<file path="src/hdl/dph_pkg.sv">
// Notes on behaviour
// - First protocol seen after power-up, SPI or I2C, is locked; the other is ignored.
// - Four-wire SPI exists only while the general-purpose pin is mapped as serial output.
// - Serial input is sampled on serial clock falling edges while frame select is low.
// - A frame is 24 bits; frames with fewer falling edges are discarded.
// - In three-wire mode only the first 24 bits of a longer frame are used.
// - With frame select high, clock and data are blocked and the output floats.
// - Bit 23 is direction, bits 22-16 the address, bits 15-0 the data word.
// - Reads need serial_out_enable; a second frame shifts out the requested data.
// - The readback frame echoes the previous direction bit and address ahead of data.
// - Output data launches on the falling or rising clock edge per output_edge_select.
// - In four-wire mode a multiple-of-24 frame uses its last 24 bits.
// - In four-wire mode a frame not a multiple of 24 edges is discarded.
// - The I2C target answers 7-bit addresses only, never 10-bit addressing.
// - Standard, fast and fast-plus rates all use the same protocol.
// - Start, byte 0x00, byte 0x06, stop performs a full software reset.
// - The general-call reset asserts on the rising clock of the second byte's acknowledge.
// - Receiver acknowledges each byte by holding data low during the ninth clock high.
// - Start is data falling with clock high; stop is data rising with clock high.
// - Acknowledge only a matching address; after stop release the bus and wait.
// - The receiving side acknowledges each data byte: device on writes, controller on reads.
// - Write is address, command, upper and lower byte; update at final acknowledge fall.
// - Target address is 1001, a fixed zero, then two bits from the select pin, sampled in byte one.
// - Read is address write, command, repeated start with read, upper then lower byte.
// - The broadcast address is answered regardless of the pin, for writes only.
package dph_pkg;

  // Serial frame layout.
  localparam logic [4:0] FRAME_BITS   = 5'h18;
  localparam logic [4:0] FRAME_LAST   = 5'h17;
  localparam int         RW_BIT       = 23;
  localparam int         ADDR_MSB     = 22;
  localparam int         ADDR_LSB     = 16;
  localparam int         DATA_MSB     = 15;
  localparam logic       DIR_WRITE    = 1'h0;

  // Two-wire bus constants.
  localparam logic [3:0] I2C_FIXED    = 4'h9;
  localparam logic [6:0] I2C_BCAST    = 7'h47;
  localparam logic [6:0] I2C_GENCALL  = 7'h00;
  localparam logic [7:0] GC_RESET     = 8'h06;
  localparam logic [3:0] BYTE_LAST    = 4'h7;
  localparam logic [3:0] ACK_SLOT     = 4'h8;

  typedef enum logic [1:0] {
    P_NONE = 2'b00,
    P_SPI  = 2'b01,
    P_I2C  = 2'b10
  } dph_proto_e;

  typedef enum logic [3:0] {
    I_IDLE = 4'b0000,
    I_ADDR = 4'b0001,
    I_CMD  = 4'b0010,
    I_DHI  = 4'b0011,
    I_DLO  = 4'b0100,
    I_THI  = 4'b0101,
    I_TLO  = 4'b0110,
    I_GC   = 4'b0111,
    I_SKIP = 4'b1000
  } dph_i2c_e;

  typedef struct packed {
    logic [6:0]  addr;
    logic [15:0] data;
  } dph_wr_s;

endpackage : dph_pkg

</file>
<file path="src/hdl/dph_sync.sv">
`timescale 1ns/10ps
// Two-flop synchroniser; the first stage feeds only the second.
module dph_sync #(
  parameter int           W    = 1,
  parameter logic [W-1:0] INIT = '0
) (
  input  wire logic         clk,
  input  wire logic         rst,
  input  wire logic [W-1:0] d,
  output logic      [W-1:0] q
);

  logic [W-1:0] meta;

  // Both stages reset to the idle level so no false edge appears after reset.
  always_ff @(posedge clk or posedge rst) begin
    if (rst) begin
      meta <= INIT;
      q    <= INIT;
    end else begin
      meta <= d;
      q    <= meta;
    end
  end

endmodule : dph_sync

</file>
<file path="src/hdl/dph_host_port.sv">
`timescale 1ns/10ps
module dph_host_port (
  input  wire logic              core_clk,
  input  wire logic              rst,
  input  wire logic              spi_sync_n,
  input  wire logic              spi_sclk,
  input  wire logic              spi_sdi,
  output logic                   spi_sdo,
  output logic                   spi_sdo_oe,
  input  wire logic              i2c_scl,
  input  wire logic              i2c_sda_in,
  output logic                   i2c_sda_out,
  output logic                   i2c_sda_oe,
  input  wire logic [1:0]        addr_select_pin,
  input  wire logic              gpio_sdo_map,
  input  wire logic              serial_out_enable,
  input  wire logic              output_edge_select,
  output logic                   reg_wr_valid,
  output dph_pkg::dph_wr_s       reg_wr,
  output logic                   reg_rd_valid,
  output logic [6:0]             reg_rd_addr,
  input  wire logic [15:0]       reg_rd_data,
  output logic                   soft_reset,
  output dph_pkg::dph_proto_e    proto
);

  logic       sync_n_s, sclk_s, sdi_s, scl_s, sda_s;
  logic [1:0] a0_s;
  logic       sync_p, sclk_p, scl_p, sda_p;

  // Every pin crosses into core_clk through two flops; idle levels are high, except the select pin, which resets low.
  dph_sync #(.W(7), .INIT(7'h7C)) u_sync (
    .clk (core_clk),
    .rst (rst),
    .d   ({spi_sync_n, spi_sclk, spi_sdi, i2c_scl, i2c_sda_in, addr_select_pin}),
    .q   ({sync_n_s, sclk_s, sdi_s, scl_s, sda_s, a0_s})
  );

  // Previous samples for edge detection, taken from the synchronised copies.
  always_ff @(posedge core_clk or posedge rst) begin
    if (rst) begin
      sync_p <= 1'h1;
      sclk_p <= 1'h1;
      scl_p  <= 1'h1;
      sda_p  <= 1'h1;
    end else begin
      sync_p <= sync_n_s;
      sclk_p <= sclk_s;
      scl_p  <= scl_s;
      sda_p  <= sda_s;
    end
  end

  logic spi_ok, spi_active, spi_start, spi_end, sclk_fall, sclk_rise;
  logic four_wire, i2c_ok, i2c_start, i2c_stop, scl_rise, scl_fall;

  // Clock and data are ignored outside a frame, and in the other protocol once locked.
  assign spi_ok     = (proto != dph_pkg::P_I2C);
  assign spi_active = spi_ok && !sync_n_s;
  assign spi_start  = spi_ok && sync_p && !sync_n_s;
  assign spi_end    = spi_ok && !sync_p && sync_n_s;
  assign sclk_fall  = spi_active && sclk_p && !sclk_s;
  assign sclk_rise  = spi_active && !sclk_p && sclk_s;
  assign four_wire  = gpio_sdo_map;
  assign i2c_ok     = (proto != dph_pkg::P_SPI);
  assign i2c_start  = i2c_ok && scl_s && scl_p && sda_p && !sda_s;
  assign i2c_stop   = i2c_ok && scl_s && scl_p && !sda_p && sda_s;
  assign scl_rise   = i2c_ok && scl_s && !scl_p;
  assign scl_fall   = i2c_ok && !scl_s && scl_p;

  // The first protocol to show activity wins until the next power cycle.
  always_ff @(posedge core_clk or posedge rst) begin
    if (rst) begin
      proto <= dph_pkg::P_NONE;
    end else if (proto == dph_pkg::P_NONE) begin
      if (spi_start) begin
        proto <= dph_pkg::P_SPI;
      end else if (i2c_start) begin
        proto <= dph_pkg::P_I2C;
      end
    end
  end

  logic [4:0]  edge_cnt;
  logic [4:0]  mod_cnt;
  logic [23:0] in_word;
  logic [23:0] out_word;
  logic [7:0]  echo;
  logic        echo_rd, load_pending, frame_ok, spi_wr_fire, spi_rd_fire;

  // Edge count saturates at one frame; mod_cnt tracks whole frames for chains.
  always_ff @(posedge core_clk or posedge rst) begin
    if (rst) begin
      edge_cnt <= 5'h00;
      mod_cnt  <= 5'h00;
    end else if (spi_start) begin
      edge_cnt <= 5'h00;
      mod_cnt  <= 5'h00;
    end else if (sclk_fall) begin
      if (edge_cnt != dph_pkg::FRAME_BITS) begin
        edge_cnt <= edge_cnt + 5'h01;
      end
      mod_cnt <= (mod_cnt == dph_pkg::FRAME_LAST) ? 5'h00 : mod_cnt + 5'h01;
    end
  end

  // Three-wire keeps the first bits by freezing; four-wire keeps shifting for the last bits.
  always_ff @(posedge core_clk or posedge rst) begin
    if (rst) begin
      in_word <= 24'h000000;
    end else if (sclk_fall && (four_wire || edge_cnt != dph_pkg::FRAME_BITS)) begin
      in_word <= {in_word[22:0], sdi_s};
    end
  end

  // Short frames always drop; four-wire also drops a partial trailing frame.
  assign frame_ok    = (edge_cnt == dph_pkg::FRAME_BITS)
                    && (!four_wire || mod_cnt == 5'h00);
  assign spi_wr_fire = spi_end && frame_ok && (in_word[dph_pkg::RW_BIT] == dph_pkg::DIR_WRITE);
  assign spi_rd_fire = spi_end && frame_ok && in_word[dph_pkg::RW_BIT] && serial_out_enable;

  // An accepted frame primes the output word for the next frame.
  always_ff @(posedge core_clk or posedge rst) begin
    if (rst) begin
      load_pending <= 1'h0;
      echo         <= 8'h00;
      echo_rd      <= 1'h0;
    end else begin
      load_pending <= spi_wr_fire || spi_rd_fire;
      if (spi_wr_fire || spi_rd_fire) begin
        echo    <= in_word[dph_pkg::RW_BIT:dph_pkg::ADDR_LSB];
        echo_rd <= spi_rd_fire;
      end
    end
  end

  // Output word: echo plus read data, then shifts input through for daisy chains.
  always_ff @(posedge core_clk or posedge rst) begin
    if (rst) begin
      out_word <= 24'h000000;
    end else if (load_pending) begin
      out_word <= {echo, echo_rd ? reg_rd_data : 16'h0000};
    end else if (sclk_fall) begin
      out_word <= {out_word[22:0], sdi_s};
    end
  end

  // The bit is launched on the edge chosen; the first bit shows at frame start.
  always_ff @(posedge core_clk or posedge rst) begin
    if (rst) begin
      spi_sdo <= 1'h0;
    end else if (spi_start) begin
      spi_sdo <= out_word[dph_pkg::RW_BIT];
    end else if (sclk_fall && !output_edge_select) begin
      spi_sdo <= out_word[dph_pkg::RW_BIT-1];
    end else if (sclk_rise && output_edge_select) begin
      spi_sdo <= out_word[dph_pkg::RW_BIT];
    end
  end

  // Drive only inside a four-wire frame so other chips can share the line.
  always_ff @(posedge core_clk or posedge rst) begin
    if (rst) begin
      spi_sdo_oe <= 1'h0;
    end else begin
      spi_sdo_oe <= spi_active && four_wire;
    end
  end

  dph_pkg::dph_i2c_e i2c_state;
  logic [3:0]  bit_cnt;
  logic [7:0]  rx;
  logic [7:0]  tx;
  logic [6:0]  cmd;
  logic [7:0]  data_hi;
  logic [15:0] rd_hold;
  logic [1:0]  a0_lat;
  logic        ack_ok, skip_fall, own_hit, bc_hit, gc_hit, addr_hit;
  logic        gc_fire, i2c_wr_fire, i2c_rd_fire;

  // Address decode; a 10-bit header never matches these patterns.
  assign own_hit  = (rx[7:1] == {dph_pkg::I2C_FIXED, 1'h0, a0_lat});
  assign bc_hit   = (rx[7:1] == dph_pkg::I2C_BCAST) && !rx[0];
  assign gc_hit   = (rx[7:1] == dph_pkg::I2C_GENCALL) && !rx[0];
  assign addr_hit = own_hit || bc_hit || gc_hit;
  assign gc_fire  = scl_rise && (bit_cnt == dph_pkg::ACK_SLOT)
                 && (i2c_state == dph_pkg::I_GC) && (rx == dph_pkg::GC_RESET);
  assign i2c_wr_fire = scl_fall && (bit_cnt == dph_pkg::ACK_SLOT) && (i2c_state == dph_pkg::I_DLO);
  assign i2c_rd_fire = scl_fall && (bit_cnt == dph_pkg::BYTE_LAST) && (i2c_state == dph_pkg::I_ADDR)
                    && own_hit && rx[0];

  // Read data is held so the two returned bytes come from one register value.
  always_ff @(posedge core_clk or posedge rst) begin
    if (rst) begin
      rd_hold <= 16'h0000;
    end else if (reg_rd_valid) begin
      rd_hold <= reg_rd_data;
    end
  end

  // Byte engine; sampling at 50 MHz covers every bus rate with one protocol.
  always_ff @(posedge core_clk or posedge rst) begin
    if (rst) begin
      i2c_state  <= dph_pkg::I_IDLE;
      bit_cnt    <= 4'h0;
      rx         <= 8'h00;
      tx         <= 8'h00;
      cmd        <= 7'h00;
      data_hi    <= 8'h00;
      a0_lat     <= 2'h0;
      ack_ok     <= 1'h0;
      skip_fall  <= 1'h0;
      i2c_sda_oe <= 1'h0;
    end else if (i2c_stop) begin
      i2c_state  <= dph_pkg::I_IDLE;
      bit_cnt    <= 4'h0;
      skip_fall  <= 1'h0;
      i2c_sda_oe <= 1'h0;
    end else if (i2c_start) begin
      i2c_state  <= dph_pkg::I_ADDR;
      bit_cnt    <= 4'h0;
      skip_fall  <= 1'h1;                                                 // The clock fall after a start is no data bit.
      i2c_sda_oe <= 1'h0;
    end else if (scl_rise) begin
      // Data is stable while the clock is high, so it is taken at the rise.
      if (bit_cnt != dph_pkg::ACK_SLOT) begin
        rx <= {rx[6:0], sda_s};
      end else begin
        ack_ok <= !sda_s;
      end
      if (i2c_state == dph_pkg::I_ADDR && bit_cnt == 4'h0) begin
        a0_lat <= a0_s;
      end
    end else if (scl_fall && skip_fall) begin
      skip_fall <= 1'h0;
    end else if (scl_fall) begin
      if (bit_cnt == dph_pkg::BYTE_LAST) begin
        bit_cnt <= dph_pkg::ACK_SLOT;
        unique case (i2c_state)
          dph_pkg::I_ADDR:  i2c_sda_oe <= addr_hit && !(bc_hit && rx[0]);
          dph_pkg::I_CMD,
          dph_pkg::I_DHI,
          dph_pkg::I_DLO:   i2c_sda_oe <= 1'h1;
          dph_pkg::I_GC:    i2c_sda_oe <= (rx == dph_pkg::GC_RESET);
          default:          i2c_sda_oe <= 1'h0;
        endcase
      end else if (bit_cnt == dph_pkg::ACK_SLOT) begin
        bit_cnt    <= 4'h0;
        i2c_sda_oe <= 1'h0;
        unique case (i2c_state)
          dph_pkg::I_ADDR: begin
            if (!addr_hit) begin
              i2c_state <= dph_pkg::I_SKIP;
            end else if (rx[0] && own_hit) begin
              i2c_state  <= dph_pkg::I_THI;
              tx         <= rd_hold[15:8];
              i2c_sda_oe <= !rd_hold[15];
            end else if (rx[0]) begin
              i2c_state <= dph_pkg::I_SKIP;
            end else begin
              i2c_state <= gc_hit ? dph_pkg::I_GC : dph_pkg::I_CMD;
            end
          end
          dph_pkg::I_CMD: begin
            cmd       <= rx[6:0];
            i2c_state <= dph_pkg::I_DHI;
          end
          dph_pkg::I_DHI: begin
            data_hi   <= rx;
            i2c_state <= dph_pkg::I_DLO;
          end
          dph_pkg::I_DLO:  i2c_state <= dph_pkg::I_DHI;
          dph_pkg::I_THI: begin
            if (ack_ok) begin
              i2c_state  <= dph_pkg::I_TLO;
              tx         <= rd_hold[7:0];
              i2c_sda_oe <= !rd_hold[7];
            end else begin
              i2c_state <= dph_pkg::I_SKIP;
            end
          end
          default:         i2c_state <= dph_pkg::I_SKIP;
        endcase
      end else begin
        bit_cnt <= bit_cnt + 4'h1;
        if (i2c_state == dph_pkg::I_THI || i2c_state == dph_pkg::I_TLO) begin
          tx         <= {tx[6:0], 1'h0};
          i2c_sda_oe <= !tx[6];
        end
      end
    end
  end

  // The pad only ever pulls low; the level itself is a constant flop.
  always_ff @(posedge core_clk or posedge rst) begin
    if (rst) begin
      i2c_sda_out <= 1'h0;
    end else begin
      i2c_sda_out <= 1'h0;
    end
  end

  // Register-side strobes; the protocol lock keeps the two sources exclusive.
  always_ff @(posedge core_clk or posedge rst) begin
    if (rst) begin
      reg_wr_valid <= 1'h0;
      reg_wr       <= '0;
      reg_rd_valid <= 1'h0;
      reg_rd_addr  <= 7'h00;
      soft_reset   <= 1'h0;
    end else begin
      reg_wr_valid <= spi_wr_fire || i2c_wr_fire;
      reg_rd_valid <= spi_rd_fire || i2c_rd_fire;
      soft_reset   <= gc_fire;
      if (spi_wr_fire) begin
        reg_wr <= {in_word[dph_pkg::ADDR_MSB:dph_pkg::ADDR_LSB], in_word[dph_pkg::DATA_MSB:0]};
      end else if (i2c_wr_fire) begin
        reg_wr <= {cmd, data_hi, rx};
      end
      if (spi_rd_fire) begin
        reg_rd_addr <= in_word[dph_pkg::ADDR_MSB:dph_pkg::ADDR_LSB];
      end else if (i2c_rd_fire) begin
        reg_rd_addr <= cmd;
      end
    end
  end
endmodule : dph_host_port

</file>
<file path="config.mk">
export PLATFORM = sky130hd
export DESIGN_NAME = dph_host_port
export DESIGN_NICKNAME = d
export VERILOG_FILES = /design/src/hdl/dph_pkg.sv /design/src/hdl/dph_sync.sv /design/src/hdl/dph_host_port.sv
export SDC_FILE = /design/constraint.sdc
export NUM_CORES = 1
export LEC_CHECK = 0
export CAP_MARGIN = 0
export CORE_UTILIZATION = 55
export DETAILED_ROUTE_END_ITERATION = 16
export DONT_BUFFER_PORTS = 1
export PLACE_DENSITY = 0.69
export REMOVE_ABC_BUFFERS = 1
export SKIP_CTS_REPAIR_TIMING = 1
export SLEW_MARGIN = 20
export SYNTH_ARGS = -nofsm -noshare
export SYNTH_HDL_FRONTEND = slang
export SYNTH_HIERARCHICAL = 1
export SYNTH_SLANG_ARGS = --single-unit
</file>
<file path="constraint.sdc">
create_clock -name core_clk -period 7.23 [get_ports core_clk]
set_clock_uncertainty 0.05 [all_clocks]
set_input_delay 0.723 -clock core_clk [delete_from_list [all_inputs] [get_ports core_clk]]
set_output_delay 0.723 -clock core_clk [all_outputs]
set_load 0.01 [all_outputs]
</file>
==> flow_metrics.py, run 1 <==
metrics = {
    "setup_path": {
        "cp-start-kind": "flip-flop",
        "path_delay_family": "simple AND/OR/NAND/NOR gates",
        "crit_chain": "inv_1 -> ha_1 -> nand3b_1 -> nor2_1 -> nand3_1 -> mux2_2",
        "critPathMaxFanout": 18,
        "path_buf_inv": 1,
        "critPathArrivalTime_ns": 2.93,
        "max_stage_delay_ns": 0.49,
        "critPathKind": "flip-flop to flip-flop",
        "crit_required_ns": 7.49,
        "end_kind": "flip-flop",
        "critPathSlowestCell": "nor2_1",
    },
    "placed_design": {
        "dp_hpwl_um": 10400,
        "portBuffers": 0,
        "gp_congestion": 0.903,
        "placed_area_um2": 8160,
    },
    "clock_network": {
        "cts-root-buf": "clkbuf_16",
        "tritoncts": "done",
        "clk_latency_ns": 0.43,
        "clkTransAtPathRegs_ns": 0.07,
        "cts.sinks": 182,
        "clockBufferDepth": 2,
        "htree_levels": 4,
        "cts_buffers": 17,
    },
    "hold_path": {
        "hold_class": "input pin to async pin",
    },
    "floorplan": {
        "io_pins": 67,
        "start_util_pct": 57.0,
        "core_um2": 14000,
        "dieArea_um2": 15000,
        "num_rows": 43,
        "fp.dieH_um": 123,
        "fp.dieW_um": 123,
    },
    "yosys": {
        "async_flop_share_pct": 100,
        "yosys_warnings": 6,
        "yosysTopAreaCellShare_pct": 52.6,
        "yosys-top-cells-area": "dfrtp_1 (53%), mux2_2 (11%), mux2i_1 (7.3%)",
        "ys.flop_type": "dfrtp_1",
        "seq_area_frac_synth_pct": 57.2,
        "synth.avg_cell_area_um2": 12.2,
        "yosys_register_bits": 182,
        "synthCells": 653,
        "synth.distinct_cells": 61,
        "synth_top_area_cell": "dfrtp_1",
        "synth_area_um2": 8000,
        "synth_edf_count": 0,
    },
    "routing": {
        "drtIter0Drc": 397,
        "drt-vias-per-instance": 5.89,
        "ant_nets": 0,
        "num_vias": 4951,
        "routedWlPerCell_um": 18.6,
        "first_pass_iters": 7,
        "drc": 0,
        "wirelength_um": 15700,
    },
    "sta": {
        "max_freq_mhz": 373,
        "final_hold_viol_count": 0,
        "maxSlewViolCount": 0,
        "tightest_slew_ns": 0.893,
        "hold_slack_ns": 0.215,
        "rsz0062_at_grt": "false",
        "setup_viol": 0,
        "fin_setup_tns_ns": 0,
        "min_period_ns": 2.68,
        "finalCritPeriodShare_pct": 37.0,
        "slew_headroom_pct": 40.5,
    },
    "pwr": {
        "p_clk_share_pct": 42.3,
        "power_frac_comb_pct": 6.8,
        "p_int_w": 0.00176,
        "p_switching_w": 0.000543,
        "pwr_density_cell_nw_per_um2": 262,
        "power_w": 0.00230,
        "seq_power_share_pct": 50.9,
        "ir_worst_vdd_uv": 210,
        "p_sw_share_pct": 23.6,
        "p_leak_nw": 3.99,
    },
    "finish": {
        "area_growth_pct": 9.84,
        "nNetsFinal": 682,
        "fin_area_um2": 8780,
        "mostFrequentLayoutCell": "dfrtp_1",
        "drive_gt1_share_pct": 22.4,
        "final_cell_mix": "dfrtp_1 (168), mux2_2 (78), nand2_1 (65), mux2i_1 (58), o21ai_0 (52)",
        "post-route-util_pct": 62.6,
        "antenna_cells": 0,
        "seq_area_um2": 4570,
        "fillers": 1064,
        "multi_input_area_um2": 3250,
    },
    "grt": {
        "grt_pass1_vias": 4857,
        "grt_overflow_total": 0,
        "antenna_found_initial": 0,
        "grt_max_degree": 98,
        "grt_pass1_wl_um": 25200,
        "grt_usage_pct": 22.3,
    },
    "outcome": {
        "status": "finished, final reports clean",
    },
    "run": {
        "max-cap-violations": 0,
    },
}
[metal layers]
layer	part of all wire [%]	up-vias	global-route usage, %
li1	-	2294	-
met1	45	2486	29.3
met2	48	137	35.2
met3	5.7	34	6.55
met4	2.0	0	8.16
met5	0	-	0
[cells in the mapped netlist (2+ instances only)]
master and number:
nor2_1 31, nand2_1 65, a21oi_1 9, nor2b_1 4
mux2_4 7, nand4_1 6, o211ai_1 2, and3b_1 2
mux2_1 9, clkbuf_1 17, dfrtp_1 168, dfstp_2 14
nand3_1 11, xor2_1 6, and2_1 4, nand3b_1 3
buf_2 8, o21bai_1 2, nor4_1 5, mux2_2 78
ha_1 6, nor4bb_1 2, xnor2_1 3, nand2b_1 4
o21a_1 2, or4_1 3, o31ai_1 3, o21ai_0 52
a21o_1 2, or2_2 2, mux2i_1 58, nand4b_1 3
inv_1 17, o21ai_1 11, nor3b_1 2, buf_4 4
nor3_1 3, o2bb2ai_1 2
[flip-flops by register name (all words and copies together) (netlist names), 4 cells and up]
| register | cells |
|---|---|
| in_word | 24 |
| out_word | 24 |
| reg_wr | 23 |
| rd_hold | 16 |
| data_hi | 8 |
| echo | 8 |
| rx | 8 |
| cmd | 7 |
| reg_rd_addr | 7 |
| tx | 7 |
| u_sync/meta | 7 |
| u_sync/q | 7 |
| edge_cnt | 5 |
| mod_cnt | 5 |
| bit_cnt | 4 |
| i2c_state | 4 |
[worst reg2reg max path: cells and delay by family (launching register included)]
family                     cells  cell delay (ns)
adders and majority gates      1             0.22
and+or+nand+nor                3             1.37
buffers and inverters          1             0.08
muxes                          1             0.41
DFF                            1             0.43
[power by group through the flow]
stage                     combinational (W)  sequential [W]  clock, W
final                              0.000157         0.00117  0.000972
after detailed placement           0.000159         0.00119         0
after CTS                          0.000160         0.00117  0.000991
after global placement             0.000152         0.00118         0
after floorplan                    0.000133         0.00116         0
after global routing               0.000181         0.00118   0.00103
[metrics by stage]
stage / worst slack (ns) / cells
detailed placement: 4.56 / 809
CTS: 4.54 / 841
floorplan: 1.92 / 623
global placement: 4.57 / 809
global route: 4.35 / 841
finish: 4.55 / 841
[worst paths after layout]
kind / depth (start not counted) / endpoint / startpoint / slack, ns
worst max-delay path: 6 / cmd[5] / bit_cnt[1] / 4.55
worst min-delay path: 1 / u_sync/meta[0] / rst / 0.22
worst max register to register: 6 / cmd[5] / bit_cnt[1] / 4.55
worst min register to register: 0 / u_sync/q[0] / u_sync/meta[0] / 0.30
max in group asynchronous: 2 / in_word[4] / rst / 5.40
min in group core_clk: 0 / u_sync/meta[4] / spi_sdi / 0.24
[area by class of cell]
class / instances / share of cell area [%]
inverters: 17 / 0.783
clock inverters: 11 / 1.95
clock buffers: 21 / 5.13
multi-input cells: 424 / 37.0
flip-flops and latches: 182 / 52.0
repair buffers: 6 / 0.513
well taps: 180 / 2.56
[kinds of logic (layout without fill, tap and decap cells)]
kind of cell	after synthesis	after routing	synth area share [%]
flip-flops	182	182	57.2
AND/OR/NAND/NOR	161	161	10.3
multiplexers	152	152	20.8
AO/OA/AOI/OAI	95	95	7.12
buffers and inverters	47	55	2.66
XOR/XNOR	9	9	0.986
adder cells (fa/ha/maj)	6	6	0.939
other	1	1	0.0469
Power figures use the tool's default switching activity.
==> run 2: changes to the inputs <==
clock period = 2.5 ns   (was 7.23 ns; I/O delays follow)
==> flow_metrics.py, run 2 (synthesis results as in run 1) <==
metrics = {
    "grt": {
        "antenna_found_initial": 0,
        "grt_pass1_wl_um": 26800,
        "grt_max_degree": 71,
        "grt_pass1_vias": 5238,
        "grt_overflow_total": 0,
        "grt_usage_pct": 23.6,
    },
    "routing": {
        "wirelength_um": 16700,
        "drtIter0Drc": 315,
        "drc": 0,
        "num_vias": 5138,
        "first_pass_iters": 5,
        "ant_nets": 0,
        "drt-vias-per-instance": 5.81,
        "routedWlPerCell_um": 18.9,
    },
    "setup_path": {
        "end_kind": "flip-flop",
        "cp_num_cells": 7,
        "cpMostUsedCell": "mux2_4",
        "cp-start-kind": "flip-flop",
        "r2r_slack_ns": 0.0005,
        "r2r_end": "reg_rd_addr[1]",
        "critPathSlowestCell": "or4b_4",
        "critPathKind": "flip-flop to flip-flop",
        "r2r.worst_path.cells": 7,
        "max_stage_delay_ns": 0.48,
        "crit_chain": "inv_2 -> ha_4 -> or4b_4 -> a2111oi_4 -> and3_4 -> mux2_4 -> mux2_4",
        "path_buf_inv": 1,
        "reg2reg_from": "mod_cnt[0]",
        "critPathMaxFanout": 5,
        "critPathArrivalTime_ns": 2.75,
        "path_delay_family": "simple AND/OR/NAND/NOR gates",
        "crit_required_ns": 2.75,
    },
    "floorplan": {
        "num_rows": 43,
        "fp.dieW_um": 123,
        "fp.dieH_um": 123,
        "dieArea_um2": 15000,
        "start_util_pct": 57.0,
        "core_um2": 14000,
        "io_pins": 67,
    },
    "placed_design": {
        "gp_congestion": 0.903,
        "placed_area_um2": 8330,
        "portBuffers": 0,
        "dp_hpwl_um": 11200,
    },
    "clock_network": {
        "clk_latency_ns": 0.42,
        "cts-root-buf": "clkbuf_16",
        "htree_levels": 4,
        "clockBufferDepth": 2,
        "cts_buffers": 17,
        "cts.sinks": 182,
        "clkTransAtPathRegs_ns": 0.06,
        "tritoncts": "done",
    },
    "hold_path": {
        "min_to": "spi_sdo",
        "min_from": "output_edge_select",
        "whs_path_depth": 3,
        "hold_class": "input pin to flip-flop",
    },
    "finish": {
        "nNetsFinal": 725,
        "area_growth_pct": 16.6,
        "mostFrequentLayoutCell": "dfrtp_1",
        "final_cell_mix": "dfrtp_1 (168), mux2_2 (78), nand2_1 (65), mux2i_1 (58), o21ai_0 (52)",
        "antenna_cells": 0,
        "drive_gt1_share_pct": 25.4,
        "fin_area_um2": 9330,
        "reg_top3": "in_word: 24 flops, out_word: 24 flops, reg_wr: 23 flops",
    },
    "sta": {
        "slew_headroom_pct": 47.7,
        "rsz0062_at_grt": "true",
        "tightest_slew_ns": 0.785,
        "fin_setup_tns_ns": 0,
        "setup_viol": 0,
        "final_hold_viol_count": 0,
        "finalCritPeriodShare_pct": 100,
        "min_period_ns": 2.50,
        "max_freq_mhz": 400,
        "maxSlewViolCount": 0,
    },
    "pwr": {
        "pwr_density_cell_nw_per_um2": 749,
        "ir_worst_vdd_uv": 638,
        "p_leak_nw": 4.23,
    },
    "outcome": {
        "status": "finished, final reports clean",
    },
    "run": {
        "max-cap-violations": 0,
    },
}
run 2: worst max-delay path by stage:
stage | startpoint | endpoint | slack, ns
after CTS | mod_cnt[0] | reg_rd_addr[1] | -0.03
after global routing | mod_cnt[0] | reg_rd_addr[1] | -0.07
after floorplan | proto[1] | in_word[0] | -2.64
after detailed placement | mod_cnt[0] | reg_rd_addr[1] | -0.02
final | mod_cnt[0] | reg_rd_addr[1] | 0.0005
after global placement | mod_cnt[0] | reg_rd_addr[1] | 0.05
run 2: stage by stage:
stage          setup slack, ns  total power [W]  hold slack, ns  instances  util [%]
2_1_floorplan            -2.64          0.00373          0.0821        623         -
3_3_place_gp            0.0473          0.00391           0.114        825      59.3
3_5_place_dp           -0.0170          0.00395           0.116        825      59.3
4_1_cts                -0.0272          0.00699          -0.341        857      64.2
5_1_grt                -0.0685          0.00726          0.0760        884      66.4
6_report              0.000528          0.00699          0.0502        884      66.4
run 2: cell type report:
type	count	area [um2]
Fill cell	1024	4720
Multi-Input combinational cell	425	3300
Tap cell	180	225
Clock buffer	20	457
Inverter	17	68.8
Sequential cell	182	4570
Clock inverter	12	223
Timing Repair Buffer	48	485
run 2: power by group:
group / switching, W / internal (W)
clock network: 0.00111 / 0.00193
logic: 0.000310 / 0.000291
registers: 0.000194 / 0.00315
total: 0.00161 / 0.00538
run 2: tightest hold or removal path: stages:
cell	delay [ns]
nor4bb_1	0.02
a21oi_1	0.11
o21ai_0	0.09
run 2: routing by layer:
metal	wire length, um	global-route usage (%)
met5	0	0
met4	336	8.77
met3	686	5.67
met2	8070	38.3
met1	7600	30.8
